[config.mk]
export PLATFORM = sky130hd
export DESIGN_NAME = ewar_router
export DESIGN_NICKNAME = d
export VERILOG_FILES = /design/src/include/ewar_pkg.sv /design/src/include/ewar_req_if.sv /design/src/hdl/ewar_fabric_dec.sv /design/src/hdl/ewar_xlat.sv /design/src/hdl/ewar_router.sv
export SDC_FILE = /design/constraint.sdc
export NUM_CORES = 1
export LEC_CHECK = 0
export ABC_AREA = 0
export BUFFER_PORTS_ARGS = -buffer_cell sky130_fd_sc_hd__buf_2
export CORE_AREA = 2 2 462 464
export CTS_CLUSTER_DIAMETER = 60
export CTS_CLUSTER_SIZE = 25
export DETAILED_ROUTE_END_ITERATION = 8
export DIE_AREA = 0 0 464 466
export HOLD_SLACK_MARGIN = 0.05
export SLEW_MARGIN = 0
export SYNTH_ARGS = -nofsm -noshare
export SYNTH_HDL_FRONTEND = slang
export SYNTH_HIERARCHICAL = 1
export SYNTH_SLANG_ARGS = --single-unit
[constraint.sdc]
create_clock -name clk -period 6 [get_ports clk]
set_input_delay 0.3 -clock clk [delete_from_list [all_inputs] [get_ports clk]]
set_output_delay 0.3 -clock clk [all_outputs]
set_load 0.01 [all_outputs]
[src/include/ewar_pkg.sv]
// Package for the endpoint window address router.
// Assumes one core clock domain; all ports synchronous to it.
package ewar_pkg;
	localparam int unsigned ADDR_W        = 32;
	localparam int unsigned DATA_W        = 64;
	localparam int unsigned BE_W          = 8;
	localparam int unsigned LINK_ADDR_W   = 64;
	// Second window offsets
	localparam logic [31:0] CTRL_REG_LO   = 32'h0000_0000;
	localparam logic [31:0] CTRL_REG_HI   = 32'h0000_3fff;
	localparam logic [31:0] DMA_CTRL_LO   = 32'h0000_4000;
	localparam logic [31:0] DMA_CTRL_HI   = 32'h0000_403f;
	// Fabric map
	localparam logic [31:0] OUTB_BASE     = 32'h0000_0000;
	localparam logic [31:0] RAM_BASE      = 32'h0020_0000;
	localparam logic [31:0] RAM_SIZE      = 32'h0000_1000;
	localparam logic [31:0] WIN_LIMIT     = 32'h2000_0000;
	localparam int unsigned PAGE_BITS     = 20;
	localparam int unsigned PAGE_SEL_BIT  = 20;
	localparam int unsigned OUTB_CMP_LSB  = 21;
	localparam int unsigned XLAT_ENTRIES  = 2;
	localparam int unsigned XLAT_W        = LINK_ADDR_W - PAGE_BITS;
	localparam logic [XLAT_W-1:0] XLAT_RST = '0;
	localparam int unsigned IRQ_W         = 16;
	localparam int unsigned DMA_IRQ_BIT   = 0;
	localparam int unsigned FB_W          = 34;
	localparam int unsigned FB_PORT_W     = 17;
	localparam int unsigned LANES_WIDE    = 8;
	localparam logic [DATA_W-1:0] ERR_DATA = '0;

	typedef enum logic [1:0] {
		EWAR_T_NONE = 2'b00,
		EWAR_T_RAM  = 2'b01,
		EWAR_T_OUTB = 2'b10
	} ewar_tgt_e;

	function automatic logic ewar_in_range(input logic [31:0] a, input logic [31:0] lo,
		input logic [31:0] hi);
		return (a >= lo) && (a <= hi);
	endfunction
endpackage

[src/include/ewar_req_if.sv]
// Request/answer bundle between the router and its fabric arbiter.
// Assumes single-cycle request with registered one-cycle answer.
`timescale 1ns/1ps
interface ewar_req_if;
	import ewar_pkg::*;
	logic              req;
	logic              wr;
	logic [ADDR_W-1:0] addr;
	logic [DATA_W-1:0] wdata;
	logic [BE_W-1:0]   be;
	logic              gnt;
	logic              rvalid;
	logic [DATA_W-1:0] rdata;
	logic              err;
	modport master (output req, wr, addr, wdata, be, input gnt, rvalid, rdata, err);
	modport slave  (input req, wr, addr, wdata, be, output gnt, rvalid, rdata, err);
endinterface

[src/hdl/ewar_fabric_dec.sv]
// Fabric decoder: one request from a DMA master to RAM or outbound slave.
// Assumes the top sequences masters; answers come back via the top.
`timescale 1ns/1ps
module ewar_fabric_dec
	import ewar_pkg::*;
(
	// Request in
	input  wire logic [ADDR_W-1:0] addr,
	// Decode out
	output ewar_tgt_e              tgt,
	output logic [ADDR_W-1:0]      ram_off
);
	always_comb begin
		tgt     = EWAR_T_NONE;
		ram_off = addr - RAM_BASE;
		if (addr[ADDR_W-1:OUTB_CMP_LSB] == OUTB_BASE[ADDR_W-1:OUTB_CMP_LSB]) begin
			tgt = EWAR_T_OUTB;
		end else if (ewar_in_range(addr, RAM_BASE, RAM_BASE + RAM_SIZE - 32'h1)) begin
			tgt = EWAR_T_RAM;
		end
	end
endmodule

[src/hdl/ewar_xlat.sv]
// Outbound translation: two page entries, bit 20 picks, low 20 bits pass.
// Assumes entries are written before outbound traffic is issued.
`timescale 1ns/1ps
module ewar_xlat
	import ewar_pkg::*;
(
	// Clock and reset
	input  wire logic                   clk,
	input  wire logic                   reset_n,
	// Table load
	input  wire logic                   ld_en,
	input  wire logic                   ld_idx,
	input  wire logic [XLAT_W-1:0]      ld_page,
	// Translate
	input  wire logic [ADDR_W-1:0]      fab_addr,
	output logic [LINK_ADDR_W-1:0]      link_addr
);
	typedef struct packed {
		logic [XLAT_ENTRIES-1:0][XLAT_W-1:0] page;
	} ewar_xlat_s;
	ewar_xlat_s st_r, st_nxt;

	always_comb begin
		st_nxt = st_r;
		if (ld_en) begin
			st_nxt.page[ld_idx] = ld_page;
		end
	end

	always_ff @(posedge clk or negedge reset_n) begin
		if (!reset_n) begin
			st_r <= '{page: {XLAT_RST, XLAT_RST}};
		end else begin
			st_r <= st_nxt;
		end
	end

	// Upper bits from the selected entry, page offset unchanged
	assign link_addr = {st_r.page[fab_addr[PAGE_SEL_BIT]],
		fab_addr[PAGE_BITS-1:0]};
endmodule

[src/hdl/ewar_router.sv]
// Endpoint window address router: inbound window decode and DMA fabric.
// Assumes all ports on the endpoint core clock and core reset; the
// endpoint, RAM and DMA engine sit outside and answer in one cycle.
//
// Overview of operation
// - Inbound hits in the first window become RAM reads and writes.
// - Second-window offsets 0x0-0x3fff go to the endpoint control slave.
// - Second-window offsets 0x4000-0x403f go to the DMA control port.
// - Outbound accesses copy fabric address bits 19-0 into the link address.
// - Fabric address bit 20 picks one of the two translation entries.
// - The outbound slave is selected by fabric address bits 31:21.
// - The DMA interrupt drives bit 0 of the endpoint interrupt vector.
// - RAM and DMA engine run on the endpoint core clock and reset.
// - Both DMA masters reach the RAM and the outbound slave.
// - Only the eight-lane build carries the upper 17 feedback bits on a second port.
// - The translation table holds two entries loaded by the host.
`timescale 1ns/1ps
module ewar_router
	import ewar_pkg::*;
#(
	parameter int unsigned LANES = 8
)(
	// Core clock and reset
	input  wire logic                   clk,
	input  wire logic                   reset_n,
	// Inbound first window (ram_window_master)
	input  wire logic                   rwm_req,
	input  wire logic                   rwm_wr,
	input  wire logic [ADDR_W-1:0]      rwm_addr,
	input  wire logic [DATA_W-1:0]      rwm_wdata,
	input  wire logic [BE_W-1:0]        rwm_be,
	output logic                        rwm_rvalid,
	output logic [DATA_W-1:0]           rwm_rdata,
	// Inbound second window (control_window_master), offset addressed
	input  wire logic                   cwm_req,
	input  wire logic                   cwm_wr,
	input  wire logic [ADDR_W-1:0]      cwm_addr,
	input  wire logic [31:0]            cwm_wdata,
	output logic                        cwm_rvalid,
	output logic [31:0]                 cwm_rdata,
	output logic                        cwm_err,
	// DMA read master
	input  wire logic                   dmr_req,
	input  wire logic [ADDR_W-1:0]      dmr_addr,
	output logic                        dmr_gnt,
	output logic                        dmr_rvalid,
	output logic [DATA_W-1:0]           dmr_rdata,
	// DMA write master
	input  wire logic                   dmw_req,
	input  wire logic [ADDR_W-1:0]      dmw_addr,
	input  wire logic [DATA_W-1:0]      dmw_wdata,
	input  wire logic [BE_W-1:0]        dmw_be,
	output logic                        dmw_gnt,
	// RAM slave (ram_slave_port), one cycle read latency
	output logic                        ram_req,
	output logic                        ram_wr,
	output logic [ADDR_W-1:0]           ram_addr,
	output logic [DATA_W-1:0]           ram_wdata,
	output logic [BE_W-1:0]             ram_be,
	input  wire logic                   ram_rvalid,
	input  wire logic [DATA_W-1:0]      ram_rdata,
	// Endpoint outbound slave
	output logic                        outb_req,
	output logic                        outb_wr,
	output logic [LINK_ADDR_W-1:0]      outb_addr,
	output logic [DATA_W-1:0]           outb_wdata,
	output logic [BE_W-1:0]             outb_be,
	input  wire logic                   outb_rvalid,
	input  wire logic [DATA_W-1:0]      outb_rdata,
	// Endpoint control slave
	output logic                        ctl_req,
	output logic                        ctl_wr,
	output logic [ADDR_W-1:0]           ctl_addr,
	output logic [31:0]                 ctl_wdata,
	input  wire logic                   ctl_rvalid,
	input  wire logic [31:0]            ctl_rdata,
	// DMA control port
	output logic                        dcp_req,
	output logic                        dcp_wr,
	output logic [ADDR_W-1:0]           dcp_addr,
	output logic [31:0]                 dcp_wdata,
	input  wire logic                   dcp_rvalid,
	input  wire logic [31:0]            dcp_rdata,
	// Translation table load from host configuration
	input  wire logic                   xlat_ld_en,
	input  wire logic                   xlat_ld_idx,
	input  wire logic [XLAT_W-1:0]      xlat_ld_page,
	// Interrupts
	input  wire logic                   dma_irq,
	output logic [IRQ_W-1:0]            ep_irq,
	// Transceiver feedback
	input  wire logic [FB_W-1:0]        fb_bus,
	output logic [FB_PORT_W-1:0]        fb_port0,
	output logic [FB_PORT_W-1:0]        fb_port1
);
	typedef struct packed {
		logic                   rwm_rvalid;
		logic [DATA_W-1:0]      rwm_rdata;
		logic                   cwm_rvalid;
		logic [31:0]            cwm_rdata;
		logic                   cwm_err;
		logic                   dmr_gnt;
		logic                   dmr_rvalid;
		logic [DATA_W-1:0]      dmr_rdata;
		logic                   dmw_gnt;
		logic                   ram_req;
		logic                   ram_wr;
		logic [ADDR_W-1:0]      ram_addr;
		logic [DATA_W-1:0]      ram_wdata;
		logic [BE_W-1:0]        ram_be;
		logic                   outb_req;
		logic                   outb_wr;
		logic [LINK_ADDR_W-1:0] outb_addr;
		logic [DATA_W-1:0]      outb_wdata;
		logic [BE_W-1:0]        outb_be;
		logic                   ctl_req;
		logic                   ctl_wr;
		logic [ADDR_W-1:0]      ctl_addr;
		logic [31:0]            dwdata;
		logic                   dcp_req;
		logic [ADDR_W-1:0]      dcp_addr;
		logic                   ram_rd_own;   // 1: pending RAM read belongs to inbound
		logic                   ram_ans_own;  // Owner of the RAM answer now arriving
		logic                   dma_last;     // Round robin: last grant went to reader
		logic [IRQ_W-1:0]       ep_irq;
		logic [FB_PORT_W-1:0]   fb0;
		logic [FB_PORT_W-1:0]   fb1;
	} ewar_st_s;
	ewar_st_s st_r, st_nxt;

	ewar_req_if dma_bus ();
	ewar_tgt_e dtgt;
	logic [ADDR_W-1:0] dram_off;
	logic [LINK_ADDR_W-1:0] xl_addr;

	ewar_fabric_dec u_dec (
		.addr    (dma_bus.addr),
		.tgt     (dtgt),
		.ram_off (dram_off)
	);

	ewar_xlat u_xlat (
		.clk       (clk),
		.reset_n   (reset_n),
		.ld_en     (xlat_ld_en),
		.ld_idx    (xlat_ld_idx),
		.ld_page   (xlat_ld_page),
		.fab_addr  (dma_bus.addr),
		.link_addr (xl_addr)
	);

	// Pick one DMA master per cycle; inbound RAM traffic has priority
	logic pick_rd;
	logic ram_busy_in;
	always_comb begin
		ram_busy_in = rwm_req;
		pick_rd = dmr_req && (!dmw_req || !st_r.dma_last);
		dma_bus.req   = dmr_req || dmw_req;
		dma_bus.wr    = !pick_rd;
		dma_bus.addr  = pick_rd ? dmr_addr : dmw_addr;
		dma_bus.wdata = dmw_wdata;
		dma_bus.be    = pick_rd ? {BE_W{1'b1}} : dmw_be;
	end

	always_comb begin
		logic dma_go;
		dma_go = 1'b0;
		st_nxt = st_r;
		st_nxt.rwm_rvalid = 1'b0;
		st_nxt.cwm_rvalid = 1'b0;
		st_nxt.cwm_err    = 1'b0;
		st_nxt.dmr_gnt    = 1'b0;
		st_nxt.dmr_rvalid = 1'b0;
		st_nxt.dmw_gnt    = 1'b0;
		st_nxt.ram_req    = 1'b0;
		st_nxt.outb_req   = 1'b0;
		st_nxt.ctl_req    = 1'b0;
		st_nxt.dcp_req    = 1'b0;
		// Answer lags its request by two edges; a newer request must not steal it
		st_nxt.ram_ans_own = st_r.ram_rd_own;
		// Inbound first window: straight to RAM
		if (rwm_req) begin
			st_nxt.ram_req    = 1'b1;
			st_nxt.ram_wr     = rwm_wr;
			st_nxt.ram_addr   = rwm_addr;
			st_nxt.ram_wdata  = rwm_wdata;
			st_nxt.ram_be     = rwm_be;
			st_nxt.ram_rd_own = 1'b1;
		end
		// DMA masters: RAM only when inbound idle, outbound always free
		if (dma_bus.req) begin
			unique case (dtgt)
				EWAR_T_OUTB: begin
					dma_go = 1'b1;
					st_nxt.outb_req   = 1'b1;
					st_nxt.outb_wr    = dma_bus.wr;
					st_nxt.outb_addr  = xl_addr;
					st_nxt.outb_wdata = dma_bus.wdata;
					st_nxt.outb_be    = dma_bus.be;
				end
				EWAR_T_RAM: begin
					if (!ram_busy_in) begin
						dma_go = 1'b1;
						st_nxt.ram_req    = 1'b1;
						st_nxt.ram_wr     = dma_bus.wr;
						st_nxt.ram_addr   = dram_off;
						st_nxt.ram_wdata  = dma_bus.wdata;
						st_nxt.ram_be     = dma_bus.be;
						st_nxt.ram_rd_own = 1'b0;
					end
				end
				default: begin
					// Unmapped fabric address: grant and drop so the master never hangs
					dma_go = 1'b1;
				end
			endcase
			if (dma_go) begin
				st_nxt.dmr_gnt  = pick_rd;
				st_nxt.dmw_gnt  = !pick_rd;
				st_nxt.dma_last = pick_rd;
				if (pick_rd && dtgt == EWAR_T_NONE) begin
					st_nxt.dmr_rvalid = 1'b1;
					st_nxt.dmr_rdata  = ERR_DATA;
				end
			end
		end
		// Read answers
		if (ram_rvalid) begin
			if (st_r.ram_ans_own) begin
				st_nxt.rwm_rvalid = 1'b1;
				st_nxt.rwm_rdata  = ram_rdata;
			end else begin
				st_nxt.dmr_rvalid = 1'b1;
				st_nxt.dmr_rdata  = ram_rdata;
			end
		end
		if (outb_rvalid) begin
			st_nxt.dmr_rvalid = 1'b1;
			st_nxt.dmr_rdata  = outb_rdata;
		end
		// Second window decode on the offset
		if (cwm_req) begin
			st_nxt.ctl_wr = cwm_wr;
			st_nxt.dwdata = cwm_wdata;
			if (ewar_in_range(cwm_addr, CTRL_REG_LO, CTRL_REG_HI)) begin
				st_nxt.ctl_req  = 1'b1;
				st_nxt.ctl_addr = cwm_addr - CTRL_REG_LO;
			end else if (ewar_in_range(cwm_addr, DMA_CTRL_LO, DMA_CTRL_HI)) begin
				st_nxt.dcp_req  = 1'b1;
				st_nxt.dcp_addr = cwm_addr - DMA_CTRL_LO;
			end else begin
				// No slave touched; reads see zero
				st_nxt.cwm_rvalid = !cwm_wr;
				st_nxt.cwm_rdata  = '0;
				st_nxt.cwm_err    = 1'b1;
			end
		end
		if (ctl_rvalid) begin
			st_nxt.cwm_rvalid = 1'b1;
			st_nxt.cwm_rdata  = ctl_rdata;
		end else if (dcp_rvalid) begin
			st_nxt.cwm_rvalid = 1'b1;
			st_nxt.cwm_rdata  = dcp_rdata;
		end
		st_nxt.ep_irq = '0;
		st_nxt.ep_irq[DMA_IRQ_BIT] = dma_irq;
		st_nxt.fb0 = fb_bus[FB_PORT_W-1:0];
		st_nxt.fb1 = (LANES == LANES_WIDE) ? fb_bus[FB_W-1:FB_PORT_W] : '0;
	end

	// Same clock and reset as the RAM and DMA engine share
	always_ff @(posedge clk or negedge reset_n) begin
		if (!reset_n) begin
			st_r <= '0;
		end else begin
			st_r <= st_nxt;
		end
	end

	assign dma_bus.gnt    = st_r.dmr_gnt | st_r.dmw_gnt;
	assign dma_bus.rvalid = st_r.dmr_rvalid;
	assign dma_bus.rdata  = st_r.dmr_rdata;
	assign dma_bus.err    = 1'b0;

	assign rwm_rvalid = st_r.rwm_rvalid;
	assign rwm_rdata  = st_r.rwm_rdata;
	assign cwm_rvalid = st_r.cwm_rvalid;
	assign cwm_rdata  = st_r.cwm_rdata;
	assign cwm_err    = st_r.cwm_err;
	assign dmr_gnt    = st_r.dmr_gnt;
	assign dmr_rvalid = st_r.dmr_rvalid;
	assign dmr_rdata  = st_r.dmr_rdata;
	assign dmw_gnt    = st_r.dmw_gnt;
	assign ram_req    = st_r.ram_req;
	assign ram_wr     = st_r.ram_wr;
	assign ram_addr   = st_r.ram_addr;
	assign ram_wdata  = st_r.ram_wdata;
	assign ram_be     = st_r.ram_be;
	assign outb_req   = st_r.outb_req;
	assign outb_wr    = st_r.outb_wr;
	assign outb_addr  = st_r.outb_addr;
	assign outb_wdata = st_r.outb_wdata;
	assign outb_be    = st_r.outb_be;
	assign ctl_req    = st_r.ctl_req;
	assign ctl_wr     = st_r.ctl_wr;
	assign ctl_addr   = st_r.ctl_addr;
	assign ctl_wdata  = st_r.dwdata;
	assign dcp_req    = st_r.dcp_req;
	assign dcp_wr     = st_r.ctl_wr;
	assign dcp_addr   = st_r.dcp_addr;
	assign dcp_wdata  = st_r.dwdata;
	assign ep_irq     = st_r.ep_irq;
	assign fb_port0   = st_r.fb0;
	assign fb_port1   = st_r.fb1;
endmodule

==> impl_metrics.py, run 1 <==
metrics = {
    "run_status": {
        "status": "finished clean",
    },
    "setup_path": {
        "end_kind": "register",
        "critPathSlowestCell": "a21oi_4",
        "cp.arrival_ps": 5910,
        "cp.required_ps": 6590,
        "path_class": "reg -> reg",
        "cpMostUsedCell": "buf_4",
        "rr_endpoint": "dmr_rdata[29]",
        "reg2reg_from": "st_r[50]",
        "slowest_delay_ps": 930,
        "path_max_fanout": 46,
        "start_kind": "register",
        "reg2reg_depth": 14,
        "path_cells": "a21boi_4 > buf_4 > mux2_2 > inv_1 > ha_1 > or4b_1 > nor4_1 > buf_4 > nor2_1 > a21oi_4 > buf_12 > a22oi_1 > o21ai_0 > dlygate4sd3_1",
        "reg2reg_slack_ps": 680,
        "cp-startpoint": "st_r[50]",
        "crit_end": "dmr_rdata[29]",
    },
    "die": {
        "start_util": 0.144,
        "dieArea_um2": 216000,
        "pin_count": 1181,
        "core_um2": 211000,
        "rows": 169,
        "die_w_um": 464,
        "fp.dieH_um": 466,
    },
    "pwr": {
        "leakage_nw": 20.6,
        "p_per_area_nw_per_um2": 258,
        "peakVddDrop_mv": 0.252,
        "p_total_mw": 11.4,
    },
    "synthesis": {
        "synth_area_leader_cell": "dfrtp_1",
        "synth_area_leaders": "dfrtp_1 52%, buf_4 15%, mux2_2 15%, o21ai_0 3.5%, mux2i_1 3.2%",
        "synth_top_family_by_area": "multiplexers",
        "ys_warn_count": 6,
        "synth_edf_count": 0,
        "synth_flop_cell": "dfrtp_1",
        "syn_inst": 2575,
        "synth-simple-area-share": 0.0451,
        "synthXorXnorAreaFrac": 0.00231,
        "synth_top_area_share": 0.524,
        "async_flop_share": 1.00,
        "syn_area_um2": 30300,
        "synth.avg_cell_area_um2": 11.8,
        "synth-seq-area-share": 0.524,
        "synth_cell_types": 44,
        "synth_seq_cells": 635,
        "synth_compound_area_frac": 0.0651,
        "synth_fa_ha_area_frac": 0.00165,
        "synth.area.mux_share": 0.188,
    },
    "run": {
        "drv_cap": 0,
    },
    "clock_tree": {
        "cts_buffer_depth": 3,
        "holdBufCountCts": 656,
        "numCtsBuffers": 66,
        "cts.clk_slew.worst_paths_ps": 70,
        "cts_resized": 0,
        "clock_sinks": 635,
        "clock_latency_ps": 710,
        "root_buffer": "clkbuf_16",
        "ctsHtreeMaxLevel": 3,
        "cts_setup_buffers": 0,
        "cts_tree": "yes",
    },
    "timing": {
        "fin_crit_sh": 0.886,
        "skew_ps": 60.5,
        "fmax_mhz": 188,
        "max_slew_margin": 0.199,
        "max_slew.worst_pin.slew_ps": 1200,
        "layout_setup_ws_ps": 684,
        "finalCriticalPeriod_ps": 5320,
        "tns_ps": 0,
        "grt_setup_unrepaired": "false",
        "hold_viol_final": 0,
        "report.final.slew_viol_count": 0,
        "finalSetupViolCount": 0,
    },
    "detailed_routing": {
        "drt-initial-drc-count": 1695,
        "vias": 24600,
        "first_pass_iters": 7,
        "wirelength_mm": 150,
        "drc": 0,
        "wl_per_cell_um": 22.4,
        "ant_nets": 0,
        "vias_per_cell": 3.67,
    },
    "placed_design": {
        "placed_area_um2": 35000,
        "post-place-cells": 5866,
        "port_buffers": 1165,
        "pre_cts_ws_ps": 1270,
        "gp_congestion": 0.943,
        "dp_hpwl_mm": 116,
    },
    "finish": {
        "layout_commonest_cell": "buf_2",
        "fill_cells": 22600,
        "fin_cells": 6690,
        "area_growth_pct": 45.4,
        "design_area_um2": 44100,
        "fin_nets": 4362,
        "drive_above_1_share": 0.458,
        "layout_common_cells": "1162 x buf_2, 656 x dlygate4sd3_1, 635 x dfrtp_1",
    },
    "grt": {
        "grt_pass1_wl_mm": 201,
        "grtUsageTotal": 0.132,
        "antenna_found_initial": 85,
        "grt_pass1_vias": 25200,
        "grt_max_degree": 151,
        "overflow": 0,
    },
    "min_path": {
        "holdCritPathClass": "in -> reg",
    },
}
==> registers in the layout, summed over array words and instances (netlist names), 8 cells and up <==
signal and flops:
ctl_addr 32, ctl_wdata 32, cwm_rdata 32, dcp_addr 32, dmr_rdata 64, fb_port0 17
fb_port1 17, outb_addr 64, outb_be 8, outb_wdata 64, ram_addr 32, ram_be 8
ram_wdata 64, rwm_rdata 64, u_xlat/st_r 88
==> logic make-up (layout without fill, tap and decap cells) <==
family / count (synthesis) / after routing
buffers and inverters: 761 / 1995
AO/OA/AOI/OAI: 337 / 337
multiplexers: 517 / 517
flip-flops: 635 / 635
adder cells (fa/ha/maj): 4 / 4
AND/OR/NAND/NOR: 312 / 312
XOR/XNOR: 8 / 8
other: 1 / 61
==> cell type report <==
class / instances / area [µm²] / share of cell area
Sequential cell: 635 / 15900 / 0.360
Inverter: 11 / 41.3 / 0.000937
Multi-Input combinational cell: 1193 / 9300 / 0.211
Antenna cell: 46 / 115 / 0.00261
Clock inverter: 50 / 717 / 0.0163
Clock buffer: 72 / 1690 / 0.0384
Timing Repair Buffer: 1862 / 12800 / 0.290
Tap cell: 2821 / 3530 / 0.0801
==> per-layer routing <==
metal / GRT usage / vias up / wire length, µm / share of wire
met5: 0 / - / 152 / 0.0010
met4: 0.0564 / 24 / 6780 / 0.045
met2: 0.219 / 1428 / 70800 / 0.47
met1: 0.158 / 12300 / 59700 / 0.40
met3: 0.0393 / 282 / 12700 / 0.084
li1: - / 10600 / - / -
==> per-stage QoR <==
| step | hold slack [ps] | util |
|---|---|---|
| 4_1_cts | 50.4 | 0.208 |
| 6_report | 110 | 0.209 |
| 2_1_floorplan | 4.41 | - |
| 5_1_grt | 55.5 | 0.208 |
| 3_3_place_gp | 409 | 0.166 |
| 3_5_place_dp | 410 | 0.166 |
==> critical path, delay by kind of cell, from the launching register on <==
| kind | cells | cell delay (ps) |
|---|---|---|
| AO/OA/AOI/OAI | 4 | 1440 |
| AND/OR/NAND/NOR | 3 | 940 |
| buffers and inverters | 5 | 1570 |
| adder cells (fa/ha/maj) | 1 | 250 |
| multiplexers | 1 | 420 |
| flip-flops | 1 | 420 |
==> synthesized netlist by cell type (8+ instances only) <==
cell type / n
dfrtp_1: 635
buf_4: 623
mux2_2: 405
o21ai_0: 215
nand2_1: 214
mux2i_1: 97
a22oi_1: 95
clkbuf_1: 88
nor2_1: 29
nor2b_1: 28
buf_2: 27
mux2_1: 15
a21oi_1: 11
inv_1: 11
o21a_1: 8
==> how the worst min path moves through the flow <==
stage | startpoint | end | slack [ps] | depth (start not counted)
6_report | dcp_rvalid | cwm_rvalid | 110 | 3
5_1_grt | dcp_rvalid | cwm_rvalid | 60 | 3
4_1_cts | outb_rvalid | dmr_rdata[14] | 50 | 2
3_5_place_dp | fb_bus[14] | fb_port0[14] | 410 | 1
3_3_place_gp | fb_bus[28] | fb_port1[11] | 410 | 1
2_1_floorplan | reset_n | ctl_addr[0] | 4 | 0
==> power by group <==
part	internal, mW	total (mW)	switching (mW)
Combinational	0.957	2.02	1.07
Clock	2.30	4.57	2.27
Sequential	4.59	4.77	0.183
Total	7.84	11.4	3.52
Note: power is estimated with default switching activity, not from simulation.
==> run 2, diff against run 1 <==
--- a/config.mk
+++ b/config.mk
@@ -6,13 +6,14 @@
 export NUM_CORES = 1
 export LEC_CHECK = 0
 export ABC_AREA = 0
-export BUFFER_PORTS_ARGS = -buffer_cell sky130_fd_sc_hd__buf_2
+export BUFFER_PORTS_ARGS = -buffer_cell sky130_fd_sc_hd__clkbuf_2
 export CORE_AREA = 2 2 462 464
 export CTS_CLUSTER_DIAMETER = 60
 export CTS_CLUSTER_SIZE = 25
 export DETAILED_ROUTE_END_ITERATION = 8
 export DIE_AREA = 0 0 464 466
 export HOLD_SLACK_MARGIN = 0.05
+export PLACE_DENSITY = 0.33
 export SLEW_MARGIN = 0
 export SYNTH_ARGS = -nofsm -noshare
 export SYNTH_HDL_FRONTEND = slang
==> impl_metrics.py, run 2 (synthesized netlist as in run 1, its figures left out) <==
metrics = {
    "detailed_routing": {
        "first_pass_iters": 5,
        "wirelength_mm": 138,
        "ant_nets": 0,
        "wl_per_cell_um": 20.5,
        "vias_per_cell": 3.49,
        "drc": 0,
        "drt-initial-drc-count": 959,
        "vias": 23500,
    },
    "setup_path": {
        "path_cells": "a21boi_4 > mux2_2 > inv_1 > ha_1 > or4b_1 > nor4_1 > buf_4 > nor2_1 > a21oi_4 > buf_4 > a22oi_1 > o21ai_0 > dlygate4sd3_1",
        "reg2reg_depth": 13,
        "end_kind": "register",
        "reg2reg_slack_ps": 850,
        "slowest_delay_ps": 640,
        "crit_family": "compound AO/OA/AOI/OAI gates",
        "worst-path-buf-inv": 4,
        "reg2reg_from": "st_r[50]",
        "rr_endpoint": "dmr_rdata[30]",
        "path_class": "reg -> reg",
        "cp.required_ps": 6620,
        "start_kind": "register",
        "cp.arrival_ps": 5770,
        "cpMostUsedCell": "buf_4",
        "worst-path-stages": 13,
        "critPathSlowestCell": "a21oi_4",
        "path_max_fanout": 23,
    },
    "clock_tree": {
        "cts_resized": 0,
        "clock_latency_ps": 710,
        "cts_tree": "yes",
        "cts.clk_slew.worst_paths_ps": 60,
        "root_buffer": "clkbuf_16",
        "numCtsBuffers": 86,
        "cts_buffer_depth": 3,
        "clock_sinks": 635,
        "ctsHtreeMaxLevel": 3,
    },
    "die": {
        "pin_count": 1181,
        "rows": 169,
        "die_w_um": 464,
        "dieArea_um2": 216000,
        "core_um2": 211000,
        "start_util": 0.144,
        "fp.dieH_um": 466,
    },
    "grt": {
        "grt_max_degree": 151,
        "antenna_found_initial": 35,
        "grt_pass1_vias": 25400,
        "grt_pass1_wl_mm": 193,
        "grtUsageTotal": 0.124,
        "overflow": 0,
    },
    "timing": {
        "max_slew.worst_pin.slew_ps": 1290,
        "tns_ps": 0,
        "max_slew_margin": 0.139,
        "report.final.slew_viol_count": 0,
        "fin_crit_sh": 0.859,
        "finalSetupViolCount": 0,
        "fmax_mhz": 194,
        "hold_viol_final": 0,
        "grt_setup_unrepaired": "false",
        "skew_ps": 25.1,
        "finalCriticalPeriod_ps": 5150,
    },
    "finish": {
        "layout_common_cells": "1162 x clkbuf_2, 691 x dlygate4sd3_1, 635 x dfrtp_1",
        "fin_nets": 4420,
        "largest_reg_flops": 88,
        "area_growth_pct": 48.4,
        "drive_above_1_share": 0.458,
        "fin_cells": 6723,
        "layout_commonest_cell": "clkbuf_2",
        "top_register": "u_xlat/st_r",
    },
    "min_path": {
        "hold_start": "dmw_addr[7]",
        "holdCritPathClass": "in -> reg",
        "hold_end": "outb_addr[7]",
        "min_path_cells": 3,
    },
    "run_status": {
        "status": "finished clean",
    },
    "pwr": {
        "p_per_area_nw_per_um2": 273,
        "leakage_nw": 21.0,
        "peakVddDrop_mv": 0.225,
    },
    "placed_design": {
        "gp_congestion": 0.820,
        "dp_hpwl_mm": 106,
        "port_buffers": 1165,
        "post-place-cells": 5869,
    },
    "run": {
        "drv_cap": 0,
    },
}
-- run 2: changes by cell type in the layout (fill, tap and decap cells not counted), sizes merged, moves of 8 or more --
cell,change
buf,-1159
bufinv,+10
clkbuf,+1194
diode,-37
dlygate4sd3,+35
inv,-8
-- run 2: timing repair --
action / CTS / global route
setup buffers: 0 / 0
hold buffers: 691 / 0
hold endpoints to repair: 597 / 0
-- run 2: final cells by class --
cell class / instances / area [µm²]
diodes: 9 / 22.5
clock buffers: 104 / 2340
clock inverters: 50 / 707
fillers: 23100 / 166000
inverters: 11 / 41.3
multi-input cells: 1193 / 9300
flip-flops and latches: 635 / 15900
well taps: 2821 / 3530
repair buffers: 1900 / 13200
-- run 2: report_power, final --
group / switching, mW / internal (mW) / total, mW / leakage (nW)
combinational: 0.965 / 0.968 / 1.93 / 11.5
sequential: 0.176 / 4.59 / 4.77 / 8.00
clock: 2.27 / 3.31 / 5.59 / 1.50
total: 3.42 / 8.88 / 12.3 / 21.0
-- run 2: per-layer routing --
| metal | vias to the layer above | track usage | wire (µm) |
|---|---|---|---|
| met5 | - | 0 | 40 |
| met1 | 11600 | 0.143 | 55100 |
| met2 | 980 | 0.217 | 68600 |
| met3 | 213 | 0.0374 | 9470 |
| met4 | 6 | 0.0410 | 4770 |
| li1 | 10700 | - | - |
-- run 2: per-stage QoR --
stage,util,hold WS [ps],setup WS [ps],instance area [µm²],power [mW]
after floorplan,-,4.41,1830,30400,5.80
after global placement,0.166,386,1250,35000,6.38
after detailed placement,0.166,382,1220,35000,6.38
after CTS,0.213,66.5,680,45000,12.6
after global routing,0.213,106,557,45000,12.9
final,0.213,135,846,45000,12.3
-- run 2: worst max-delay path by stage --
stage | startpoint | end
2_1_floorplan | st_r[50] | outb_wdata[10]
3_3_place_gp | dmw_req | dmr_rdata[30]
3_5_place_dp | dmw_req | dmr_rdata[33]
4_1_cts | st_r[50] | dmr_rdata[45]
5_1_grt | st_r[50] | dmr_rdata[33]
6_report | st_r[50] | dmr_rdata[30]
-- run 2: worst min-delay path: cells and delay by family --
kind / cells / cell delay [ps]
buf+inv: 1 / 70
mux: 2 / 430
==> run 3, diff against run 2 <==
--- a/config.mk
+++ b/config.mk
@@ -13,7 +13,7 @@
 export DETAILED_ROUTE_END_ITERATION = 8
 export DIE_AREA = 0 0 464 466
 export HOLD_SLACK_MARGIN = 0.05
-export PLACE_DENSITY = 0.33
+export PLACE_DENSITY_LB_ADDON = 0.12
 export SLEW_MARGIN = 0
 export SYNTH_ARGS = -nofsm -noshare
 export SYNTH_HDL_FRONTEND = slang
==> impl_metrics.py, run 3 (synthesized netlist as in run 1, its figures left out) <==
metrics = {
    "run_status": {
        "status": "finished clean",
    },
    "die": {
        "pin_count": 1181,
        "die_w_um": 464,
        "dieArea_um2": 216000,
        "start_util": 0.144,
        "core_um2": 211000,
        "rows": 169,
        "fp.dieH_um": 466,
    },
    "timing": {
        "layout_setup_ws_ps": 659,
        "grt_setup_unrepaired": "false",
        "finalSetupViolCount": 0,
        "report.final.slew_viol_count": 0,
        "skew_ps": 51.7,
        "max_slew.worst_pin.slew_ps": 1350,
        "max_slew_margin": 0.0973,
        "fin_crit_sh": 0.890,
        "hold_viol_final": 0,
        "holdWs_ps": 136,
        "fmax_mhz": 187,
        "tns_ps": 0,
        "finalCriticalPeriod_ps": 5340,
    },
    "setup_path": {
        "start_kind": "register",
        "reg2reg_slack_ps": 660,
        "cp.required_ps": 6590,
        "cpMostUsedCell": "nor4_1",
        "cp.arrival_ps": 5930,
        "slowest_delay_ps": 710,
        "path_max_fanout": 78,
        "critPathSlowestCell": "a21boi_4",
        "path_class": "reg -> reg",
        "end_kind": "register",
        "path_cells": "a21boi_4 > mux2_2 > inv_1 > ha_1 > nor4_1 > nand4_1 > nor4_1 > nand2b_1 > nor2_4 > buf_12 > mux2i_1 > o21ai_0 > dlygate4sd3_1",
        "reg2reg_depth": 13,
    },
    "finish": {
        "top_register": "u_xlat/st_r",
        "layout_common_cells": "1162 x clkbuf_2, 681 x dlygate4sd3_1, 635 x dfrtp_1",
        "fill_cells": 23100,
        "drive_above_1_share": 0.460,
        "finish.utilization": 0.214,
        "multi_input_area_um2": 9310,
        "largest_reg_flops": 88,
        "fin_nets": 4410,
        "regArea_um2": 15900,
        "fin_cells": 6729,
        "layout_commonest_cell": "clkbuf_2",
        "area_growth_pct": 49.2,
    },
    "detailed_routing": {
        "drt-initial-drc-count": 899,
        "vias": 23200,
        "wirelength_mm": 140,
        "drc": 0,
        "wl_per_cell_um": 20.8,
        "ant_nets": 0,
        "first_pass_iters": 5,
        "vias_per_cell": 3.45,
    },
    "grt": {
        "grt_max_degree": 143,
        "grtUsageTotal": 0.126,
        "overflow": 0,
        "antenna_found_initial": 37,
        "grt_pass1_vias": 25400,
        "grt_pass1_wl_mm": 196,
    },
    "placed_design": {
        "post-place-cells": 5856,
        "dp_hpwl_mm": 105,
        "port_buffers": 1165,
        "pre_cts_ws_ps": 1260,
        "gp_congestion": 0.776,
    },
    "clock_tree": {
        "root_buffer": "clkbuf_16",
        "cts_resized": 0,
        "cts_tree": "yes",
        "numCtsBuffers": 99,
        "clock_sinks": 635,
        "cts.clk_slew.worst_paths_ps": 60,
        "holdBufCountCts": 681,
        "ctsHtreeMaxLevel": 3,
        "cts_setup_buffers": 0,
        "cts_buffer_depth": 3,
        "clock_latency_ps": 730,
    },
    "min_path": {
        "min_path_cells": 3,
        "holdCritPathClass": "in -> reg",
    },
    "pwr": {
        "switchingPower_mw": 3.51,
        "cellInternalPower_mw": 9.37,
        "leakage_nw": 21.1,
        "pwr-share-comb": 0.149,
        "clock_power_share": 0.480,
        "peakVddDrop_mv": 0.207,
        "p_per_area_nw_per_um2": 285,
        "swShare": 0.273,
        "seqPwrFrac": 0.370,
    },
    "run": {
        "drv_cap": 0,
    },
}
run 3: changes by cell type in the layout (fill, tap and decap cells not counted), moves of 4 or more:
| cell | previous run | this run |
|---|---|---|
| clkbuf_16 | 87 | 99 |
| inv_8 | 8 | 1 |
| clkinvlp_4 | 2 | 9 |
| clkinv_2 | 8 | 14 |
| clkinv_4 | 6 | 2 |
| clkbuf_8 | 11 | 18 |
| buf_4 | 38 | 27 |
| clkbuf_1 | 7 | 11 |
| dlygate4sd3_1 | 691 | 681 |
run 3: path summary, 6_finish.rpt:
kind,start,to
setup / recovery,st_r[50],ram_wdata[41]
hold / removal,dmw_addr[7],outb_addr[7]
setup reg to reg,st_r[50],ram_wdata[41]
hold reg to reg,st_nxt[51],st_r[51]
max in group asynchronous,reset_n,u_xlat/st_r[17]
min in group asynchronous,reset_n,outb_wdata[56]
run 3: layout make-up:
cell class	instances	share of cell area
flip-flops and latches	635	0.351
repair buffers	1877	0.286
multi-input cells	1193	0.206
well taps	2821	0.0780
clock buffers	127	0.0608
clock inverters	54	0.0163
inverters	11	0.000912
diodes	11	0.000608
run 3: per-layer routing:
layer,vias up,GRT usage,share of wire
met1,11500,0.142,0.39
met3,171,0.0438,0.079
met5,-,0,0.00070
met4,14,0.0304,0.020
met2,907,0.224,0.51
li1,10600,-,-
run 3: worst max-delay path: cells and delay by family, from the launching register on:
kind            cells  cell delay [ps]
mux                 2              620
flops               1              410
fa+ha+maj           1              260
compound gates      2              810
buf+inv             3             1020
simple gates        5             1740
run 3: power groups by stage:
stage          logic [mW]  registers (mW)  clock network, mW
6_report             1.92            4.77               6.19
3_3_place_gp         1.55            4.85                  0
4_1_cts              1.99            4.78               6.48
2_1_floorplan        1.01            4.78                  0
5_1_grt              2.10            4.81               6.65
3_5_place_dp         1.54            4.85                  0
run 3: metrics by stage:
| step | power, mW | cell area [µm²] |
|---|---|---|
| global placement | 6.40 | 34900 |
| CTS | 13.2 | 45200 |
| floorplan | 5.80 | 30400 |
| global route | 13.6 | 45300 |
| finish | 12.9 | 45300 |
| detailed placement | 6.39 | 34900 |
